[config.mk]
export PLATFORM = sky130hd
export DESIGN_NAME = pfcst_regs
export DESIGN_NICKNAME = d
export VERILOG_FILES = /design/src/shared/pfcst_pkg.sv /design/src/verilog/pfcst_regs.sv
export SDC_FILE = /design/constraint.sdc
export NUM_CORES = 1
export LEC_CHECK = 0
export BUFFER_PORTS_ARGS = -buffer_cell sky130_fd_sc_hd__buf_2
export CORE_MARGIN = 4
export CORE_UTILIZATION = 35
export DETAILED_ROUTE_END_ITERATION = 12
export HOLD_SLACK_MARGIN = 0.15
export PLACE_DENSITY = 0.61
export SYNTH_ARGS = -nofsm -noshare
export SYNTH_HDL_FRONTEND = slang
export SYNTH_SLANG_ARGS = --single-unit
export TNS_END_PERCENT = 1
[constraint.sdc]
create_clock -name clock_in -period 2.2 [get_ports clock_in]
set_clock_uncertainty 0.2 [all_clocks]
set_input_delay 0.11 -clock clock_in [delete_from_list [all_inputs] [get_ports clock_in]]
set_output_delay 0.11 -clock clock_in [all_outputs]
set_load 0.05 [all_outputs]
[src/shared/pfcst_pkg.sv]
package pfcst_pkg;

    // Command codes of the status and readback registers.
    localparam logic [7:0] CMD_STATUS_BYTE = 8'h78;
    localparam logic [7:0] CMD_STATUS_WORD = 8'h79;
    localparam logic [7:0] CMD_VOUT_STATUS = 8'h7a;
    localparam logic [7:0] CMD_INPUT_STATUS = 8'h7c;
    localparam logic [7:0] CMD_TEMP_STATUS = 8'h7d;
    localparam logic [7:0] CMD_VIN_READBACK = 8'h88;
    localparam logic [7:0] CMD_IIN_READBACK = 8'h89;
    localparam logic [7:0] CMD_VOUT_READBACK = 8'h8b;

    // Bit positions of the summary status word.
    localparam int SW_VOUT = 15;
    localparam int SW_IOUT = 14;
    localparam int SW_INPUT = 13;
    localparam int SW_MFR = 12;
    localparam int SW_PGOOD_N = 11;
    localparam int SW_FANS = 10;
    localparam int SW_OTHER = 9;
    localparam int SW_UNKNOWN = 8;
    localparam int SW_BUSY = 7;
    localparam int SW_OFF = 6;
    localparam int SW_VOUT_OV = 5;
    localparam int SW_IOUT_OC = 4;
    localparam int SW_VIN_UV = 3;
    localparam int SW_TEMP = 2;
    localparam int SW_CML = 1;
    localparam int SW_NONE_ABOVE = 0;

    // Bit positions of the output-voltage status register.
    localparam int VS_OV_FAULT = 7;
    localparam int VS_OV_WARN = 6;
    localparam int VS_UV_WARN = 5;
    localparam int VS_UV_FAULT = 4;

    // Bit positions of the input status register.
    localparam int IS_VIN_OV_FAULT = 7;
    localparam int IS_VIN_UV_WARN = 5;
    localparam int IS_VIN_UV_FAULT = 4;
    localparam int IS_VIN_LOW = 3;
    localparam int IS_IIN_OC_FAULT = 2;
    localparam int IS_IIN_OC_WARN = 1;
    localparam int IS_PIN_OP_WARN = 0;

    // Bit positions of the temperature status register.
    localparam int TS_OT_FAULT = 7;
    localparam int TS_OT_WARN = 6;

    // Linear format layout.
    localparam int LIN_EXP_W = 5;
    localparam int LIN_MANT_W = 11;

    // Values after reset.
    localparam logic [7:0] STATUS_RESET = 8'h00;
    localparam logic [10:0] MANT_RESET = 11'h000;
    localparam logic [15:0] RD_DATA_RESET = 16'h0000;

    typedef struct packed {
        logic [7:0] vout_st;
        logic [7:0] input_st;
        logic [7:0] temp_st;
        logic iout_oc;
        logic cml;
        logic busy;
        logic mfr;
        logic fan;
        logic unknown;
        logic [10:0] vin_m;
        logic [10:0] iin_m;
        logic [10:0] vout_m;
        logic [15:0] rd_data;
        logic rd_valid;
        logic rd_hit;
        logic wr_ignored;
    } pfcst_state_t;

endpackage

[src/verilog/pfcst_regs.sv]
`timescale 1ns/10ps
// Summary of operation
// - Summary byte read returns the low eight bits of the summary word.
// - Every status bit reads 1 when its condition occurred, 0 when absent.
// - Bit 7 is set when the device was busy and could not respond.
// - Bit 6 is set while no power is delivered to the output.
// - Low byte: bit 5 output OV, bit 4 output OC, bit 3 input UV.
// - Bit 2 flags any temperature condition, bit 1 any communication fault.
// - Bit 0 flags an active condition not covered by bits 7 to 1, other than a negated power good.
// - Word bits 15, 14, 13: output voltage, output current, input.
// - Word bit 12 flags manufacturer conditions, bit 11 a negated power good.
// - Word bit 10 flags fan conditions; bit 9 always reads 0.
// - Word bit 8 flags an active condition not covered by bits 15 to 1.
// - Output voltage status: OV fault 7, OV warn 6, UV warn 5, UV fault 4.
// - Input status: input OV fault 7, UV warning 5, UV fault 4.
// - Input status bit 3 is set while off for too low input voltage.
// - Input status: OC fault 2, OC warning 1, overpower warning 0.
// - Temperature status: OT fault 7, OT warning 6, bits 5 to 0 reserved.
// - Input voltage readback exponent in bits 15:11, from exponent 5:3.
// - Input current readback uses the same layout, exponent from bits 10:6.
// - Output voltage readback takes its signed exponent from mode bits 2:0.
// - Readbacks carry mantissa high bits in 10:8 and low byte in 7:0.
module pfcst_regs
(
    // Clock and reset.
    input wire logic clock_in,
    input wire logic rst_in,
    // Command port from the serial interface.
    input wire logic [7:0] cmd_code_in,
    input wire logic rd_req_in,
    input wire logic wr_req_in,
    input wire logic [15:0] wr_data_in,
    input wire logic busy_event_in,
    input wire logic clear_faults_in,
    // Fault and state inputs from the protection logic.
    input wire logic [3:0] vout_flags_in,
    input wire logic [6:0] input_flags_in,
    input wire logic vin_low_in,
    input wire logic [1:0] temp_flags_in,
    input wire logic iout_oc_in,
    input wire logic cml_in,
    input wire logic mfr_in,
    input wire logic fan_in,
    input wire logic unknown_in,
    input wire logic power_off_in,
    input wire logic power_good_in,
    // Measurements and their exponent fields.
    input wire logic meas_valid_in,
    input wire logic [pfcst_pkg::LIN_MANT_W-1:0] vin_mant_in,
    input wire logic [pfcst_pkg::LIN_MANT_W-1:0] iin_mant_in,
    input wire logic [pfcst_pkg::LIN_MANT_W-1:0] vout_mant_in,
    input wire logic [2:0] vin_exp_field_in,
    input wire logic [4:0] iin_exp_field_in,
    input wire logic [2:0] vout_exp_field_in,
    // Read answer and write-ignored flag.
    output logic [15:0] rd_data_out,
    output logic rd_valid_out,
    output logic rd_hit_out,
    output logic wr_ignored_out
);
    import pfcst_pkg::*;

    pfcst_state_t q;
    pfcst_state_t next_q;
    logic [15:0] status_word;
    logic [7:0] input_status;
    logic [7:0] temperature_status;
    logic [7:0] vout_status;

    // The three-bit exponent fields are signed, so they are widened by sign.
    function automatic logic [LIN_EXP_W-1:0] sext3(input logic [2:0] e);
        sext3 = {{(LIN_EXP_W-3){e[2]}}, e};
    endfunction

    function automatic logic [15:0] lin_word(
        input logic [LIN_EXP_W-1:0] e,
        input logic [LIN_MANT_W-1:0] m
    );
        lin_word = {e, m};
    endfunction

    assign vout_status = q.vout_st;
    assign input_status = q.input_st;
    assign temperature_status = q.temp_st;

    // The summary is rebuilt every cycle from the detail and the live power
    // inputs, so it agrees with the detailed registers of the same cycle.
    always_comb
    begin
        status_word = 16'h0000;
        status_word[SW_VOUT] = |vout_status;
        status_word[SW_IOUT] = q.iout_oc;
        status_word[SW_INPUT] = |input_status;
        status_word[SW_MFR] = q.mfr;
        status_word[SW_PGOOD_N] = ~power_good_in;
        status_word[SW_FANS] = q.fan;
        status_word[SW_OTHER] = 1'b0;
        status_word[SW_UNKNOWN] = q.unknown;
        status_word[SW_BUSY] = q.busy;
        status_word[SW_OFF] = power_off_in;
        status_word[SW_VOUT_OV] = vout_status[VS_OV_FAULT];
        status_word[SW_IOUT_OC] = q.iout_oc;
        status_word[SW_VIN_UV] = input_status[IS_VIN_UV_FAULT];
        status_word[SW_TEMP] = |temperature_status;
        status_word[SW_CML] = q.cml;
        status_word[SW_NONE_ABOVE] = q.unknown | q.mfr | q.fan
            | vout_status[VS_OV_WARN] | vout_status[VS_UV_WARN]
            | vout_status[VS_UV_FAULT]
            | (|(input_status & ~(8'h01 << IS_VIN_UV_FAULT)));
    end

    always_comb
    begin
        next_q = q;
        // Sticky flags: a set arriving with a clear wins over the clear.
        next_q.vout_st = (q.vout_st & {8{~clear_faults_in}})
            | {vout_flags_in, 4'h0};
        next_q.input_st = (q.input_st & {8{~clear_faults_in}})
            | {input_flags_in[6], 1'b0, input_flags_in[5:4], 1'b0,
               input_flags_in[2:0]};
        next_q.input_st[IS_VIN_LOW] = vin_low_in;
        next_q.temp_st = (q.temp_st & {8{~clear_faults_in}})
            | {temp_flags_in, 6'h00};
        next_q.iout_oc = (q.iout_oc & ~clear_faults_in) | iout_oc_in;
        next_q.cml = (q.cml & ~clear_faults_in) | cml_in;
        next_q.busy = (q.busy & ~clear_faults_in) | busy_event_in;
        next_q.mfr = (q.mfr & ~clear_faults_in) | mfr_in;
        next_q.fan = (q.fan & ~clear_faults_in) | fan_in;
        next_q.unknown = (q.unknown & ~clear_faults_in) | unknown_in;
        // Measurements are snapshotted so a two-byte read is coherent.
        if (meas_valid_in)
        begin
            next_q.vin_m = vin_mant_in;
            next_q.iin_m = iin_mant_in;
            next_q.vout_m = vout_mant_in;
        end
        next_q.rd_valid = rd_req_in;
        next_q.rd_hit = 1'b0;
        next_q.wr_ignored = wr_req_in & ~rd_req_in;
        if (rd_req_in)
        begin
            next_q.rd_hit = 1'b1;
            case (cmd_code_in)
                CMD_STATUS_BYTE:
                    next_q.rd_data = {8'h00, status_word[7:0]};
                CMD_STATUS_WORD: next_q.rd_data = status_word;
                CMD_VOUT_STATUS: next_q.rd_data = {8'h00, vout_status};
                CMD_INPUT_STATUS: next_q.rd_data = {8'h00, input_status};
                CMD_TEMP_STATUS: next_q.rd_data = {8'h00, temperature_status};
                CMD_VIN_READBACK:
                    next_q.rd_data = lin_word(sext3(vin_exp_field_in),
                        q.vin_m);
                CMD_IIN_READBACK:
                    next_q.rd_data = lin_word(iin_exp_field_in,
                        q.iin_m);
                CMD_VOUT_READBACK:
                    next_q.rd_data = lin_word(sext3(vout_exp_field_in),
                        q.vout_m);
                default:
                begin
                    next_q.rd_data = RD_DATA_RESET;
                    next_q.rd_hit = 1'b0;
                end
            endcase
        end
    end

    always_ff @(posedge clock_in)
    begin
        if (rst_in)
        begin
            q.vout_st <= STATUS_RESET;
            q.input_st <= STATUS_RESET;
            q.temp_st <= STATUS_RESET;
            q.iout_oc <= 1'b0;
            q.cml <= 1'b0;
            q.busy <= 1'b0;
            q.mfr <= 1'b0;
            q.fan <= 1'b0;
            q.unknown <= 1'b0;
            q.vin_m <= MANT_RESET;
            q.iin_m <= MANT_RESET;
            q.vout_m <= MANT_RESET;
            q.rd_data <= RD_DATA_RESET;
            q.rd_valid <= 1'b0;
            q.rd_hit <= 1'b0;
            q.wr_ignored <= 1'b0;
        end
        else
        begin
            q <= next_q;
        end
    end

    assign rd_data_out = q.rd_data;
    assign rd_valid_out = q.rd_valid;
    assign rd_hit_out = q.rd_hit;
    assign wr_ignored_out = q.wr_ignored;

    // The write data is deliberately discarded; every register here is
    // read-only, so only the fact of the write is reported.
    logic unused_wr;
    assign unused_wr = ^wr_data_in;
endmodule // pfcst_regs

* After elaboration in Yosys (flattened, before gate mapping) *
Cells that the tools add are included.
W data, S select, Z words.

cells by class
  add/subtract/negate cells = 0
  $mul = 0
  divide/modulo/power cells = 0
  $lt $le $gt $ge = 0
  equal/unequal tests = 8
  shifts and indexed selects = 0
  multiplexer cells = 2
  bitwise gates (word level) = 28
  reductions and logical operators = 6

operator list
  operator              count
  $pmux W16 S8          1
  $eq A8 B7 Y1 const B  5
  $reduce_or A8 Y1      4
  $and A8 B8 Y8         3
  $eq A8 B8 Y1 const B  3
  $or A8 B8 Y8          3
  $or A1 B1 Y1          12
  $and A1 B1 Y1         7
  $reduce_or A7 Y1      1
  $not A1 Y1            3
  $reduce_or A2 Y1      1
  $mux W1               1

storage, ports and cells
  flip-flop bits (word level) = 82
  latch bits = 0
  memory bits (writable) = 0
  bits in read-only memories = 0
  bits of input ports = 96
  output and inout port bits = 19
  memories = 0

* Depth between registers and ports, before layout *
  depth after elaboration = 7
  depth in mapped cells = 7
  mapped depth without buffers = 6

* Worst setup path before layout *
OpenSTA, ideal clock, no wires.

  path kind = input-to-reg
  from = input port cmd_code_in[4]
  to = register q (netlist bit rd_data_out[0])
  library setup time = 0.070 ns
  data arrival time = 1.502 ns
  setup slack = 0.428 ns
  stages on the path = 6
  cells stage by stage = or4b_4 buf_6 nor4_4 a211oi_1 a41o_1 a21oi_1

on the way
  longest elaborated chain between the ends = 2

ends and longest elaborated chain
  item                                          line               RTL
  from (decl)                                   pfcst_regs.sv:29   input wire logic [7:0] cmd_code_in,
  $eq A8 B8 Y1 or $eq A8 B7 Y1 (tied branches)  pfcst_regs.sv:143  case (cmd_code_in)
  $pmux W16 S8 *                                pfcst_regs.sv:143
  to (signal assigned)                          pfcst_regs.sv:191  q <= next_q;
  to (decl)                                     pfcst_regs.sv:63   pfcst_state_t q;

Mark *: on every way between the ends. The rest lies on a longest branch, timed or not.
A chain may end at the register's enable or synchronous reset.

* Worst setup path after layout *
  from = input port cmd_code_in[3]
  to = register q (netlist bit rd_data_out[11])

Same word-level chain as after synthesis.

==> flow_summary_export.csv <==
group,metric,value,unit
grt,antenna_found_initial,0,
yosys,synth_area,3670,µm²
clock_tree,htreeDepth,3,
finish,fin_util,52.5,%
hold_path,hold_class,"in -> reg",
yosys,ys_ff_latch,82,
timing,finalSetupViolations,1,
clock_tree,cts_made_buffers,9,
pwr,cellPowerDensity,568,nW/µm²
finish,multiInputGateArea,1780,µm²
finish,seq_area,1640,µm²
clock_tree,clk_pin_slew,0.09,ns
timing,max_freq,453,MHz
clock_tree,clk_latency,0.36,ns
yosys,syn_area_per_cell,9.01,µm²
yosys,yosys_warnings,0,
finish,mostFrequentLayoutCells,"dlygate4sd3_1 (99), buf_2 (97), dfxtp_1 (82), nor2_1 (60), mux2i_1 (44)",
finish,final_common_cell,"dlygate4sd3_1",
timing,rsz0062_at_grt,"yes",
floorplan,die_x,110,µm
clock_tree,cts-root-buf,"clkbuf_8",
finish,insertedDiodeCount,0,
clock_tree,post_cts_buffers,0,
worst_setup_path,critPathMaxFanout,10,
grt,grt_overflow,0,
floorplan,ioPinCount,115,
timing,relSlewSlack,63.0,%
timing,setup_ws,-0.00631,ns
worst_setup_path,crit_chain,"dlygate4sd3_1 > buf_2 > nor2b_1 > buf_4 > and2_2 > buf_4 > a21oi_1 > dlygate4sd3_1 > o21ai_0",
floorplan,row_count,37,
finish,fill_cells,956,
timing,finalCritPeriodShare,100,%
routing,num_vias,3632,
worst_setup_path,arrival,2.25,ns
status,status,"complete, but fails checks",
placed_design,post-dp-hpwl,8040,µm
worst_setup_path,required,2.25,ns
status,violations,"negative setup slack",
grt,grt_usage,19.6,%
routing,wl_per_cell,15.7,µm
routing,dr.pass1.iters,4,
timing,finalHoldViolCount,0,
routing,drc,0,
grt,grt_pass1_vias,3737,
finish,area_growth,47.1,%
pwr,leakagePower,2.37,nW
clock_tree,cts_buffer_depth,2,
timing,slew_violations,0,
job,max-cap-violations,0,
routing,ant_nets,0,
floorplan,initial_core_util,35.7,%
grt,grt_max_degree,34,
worst_setup_path,worstSetupStartpointType,"input port",
finish,nets,684,
placed_design,port_buffers,97,
timing,tightest_slew,0.554,ns
clock_tree,clock-sinks,82,
worst_setup_path,critPathCaptureType,"flip-flop",
worst_setup_path,crit_slowest_cell,"dlygate4sd3_1",
timing,layout_min_cycle_time,2.21,ns
routing,via_per_inst,4.98,
pwr,ir_drop,345,µV
floorplan,die_area,12200,µm²
yosys,synth.distinct_cells,49,
yosys,syn_inst,407,
routing,drt_wl_total,11500,µm
placed_design,gp_congestion,0.877,
yosys,yosysSeqAreaShare,44.8,%
yosys,synth_fp_nets,503,
worst_setup_path,cp_slowest_stage_delay,0.56,ns
pwr,fin_total_pwr,3.06,mW
clock_tree,cts_tree,"yes",
worst_setup_path,path_class,"in -> reg",
floorplan,coreArea,10300,µm²
routing,drt_iter0_drc,251,
finish,drive_gt1_share,23.3,%
grt,grt_pass1_wl,18300,µm
floorplan,die_h,110,µm
-- registers in the layout (all words and copies together), names as in the netlist --
name                cells
q                      39
rd_data_out            16
input_status            8
temperature_status      8
vout_status             8
rd_hit_out              1
rd_valid_out            1
wr_ignored_out          1
-- stage by stage --
step	cells	instance area (µm²)	TNS, ns	hold WS (ns)	setup slack, ns
after global routing	729	5390	-0.103	0.201	-0.0952
after global placement	614	4210	0	0.114	0.194
final	729	5390	-0.00631	0.176	-0.00631
after detailed placement	614	4210	0	0.117	0.147
after floorplan	407	3670	0	-0.0132	0.428
after CTS	729	5380	0	0.159	0.0147
-- synthesized netlist by cell type, drive strengths merged --
cell type  instances  area share, %
a2111oi            1           0.24
nor4               7            1.8
inv                5           0.51
nor4b              1           0.24
nand3              2           0.27
dfxtp             82             45
or3                2           0.34
and3               6            1.0
and2              14            2.4
mux2i             44             12
nor3b              4           0.82
nor2              60            6.1
or4b               1           0.38
a31oi              1           0.17
o211ai             8            1.6
a221o              1           0.27
or4                2           0.41
o32ai              1           0.24
a2bb2oi            3           0.72
nor2b              8            1.4
a32oi              3           0.72
nand4b             1           0.24
o2111ai            2           0.48
nand2b             3           0.51
o21ai             21            3.0
a211oi             4           0.96
a22oi              9            1.8
clkinv             1           0.10
a22o               6            1.4
and4b              1           0.31
buf               21            4.1
a221oi             2           0.48
o211a              1           0.27
mux2               1           0.31
nand2             27            2.8
a21oi             22            3.0
nand3b             2           0.41
a41o               1           0.27
clkbuf            21            2.2
a32o               2           0.55
nor3               3           0.41
-- layout make-up --
| type | instances | area share (%) |
|---|---|---|
| well taps | 136 | 3.16 |
| clock inverters | 5 | 0.719 |
| multi-input cells | 277 | 33.0 |
| flip-flops and latches | 82 | 30.4 |
| repair buffers | 212 | 29.6 |
| clock buffers | 11 | 2.62 |
| inverters | 6 | 0.487 |
-- kinds of logic after synthesis --
kind of cell	after synthesis	synth area share, %
compound gates	88	16.2
buf+inv	48	6.86
flops	82	44.8
mux	45	12.3
simple gates	144	19.8
-- worst max-delay path: cells and delay by family --
kind / cells / cell delay, ns
buffers and inverters: 5 / 1.60
AOI/OAI and AO/OA: 2 / 0.18
and+or+nand+nor: 2 / 0.37
-- power by group --
group	switching [mW]	internal [mW]	leakage [nW]	total, mW
Combinational	0.206	0.261	1.61	0.467
Clock	0.563	0.445	0.0782	1.01
Sequential	0.0422	1.54	0.673	1.59
Total	0.811	2.25	2.37	3.06
-- metal layers --
layer	track usage, %	share of wire (%)	vias to the layer above
li1	-	-	1794
met1	26.2	46	1709
met2	31.8	46	114
met3	3.73	6.4	15
met4	6.33	1.9	0
met5	0	0	-
-- path summary, 6_finish.rpt --
kind / to / cells past startpoint / slack (ns) / from
min: rd_data_out[6] / 5 / 0.18 / power_off_in
max: rd_data_out[11] / 9 / -0.006 / cmd_code_in[3]
min reg2reg: rd_data_out[10] / 2 / 0.26 / rd_data_out[10]
max reg2reg: rd_data_out[0] / 5 / 0.24 / vout_status[6]
-- what timing repair did --
| item | in CTS | in global routing |
|---|---|---|
| endpoints found under the setup margin | 0 | 19 |
| endpoints found under the hold margin | 78 | 0 |
| hold buffers | 99 | 0 |
| gates resized for setup | 0 | 3 |
No activity file was read; power rests on OpenSTA's default activity.
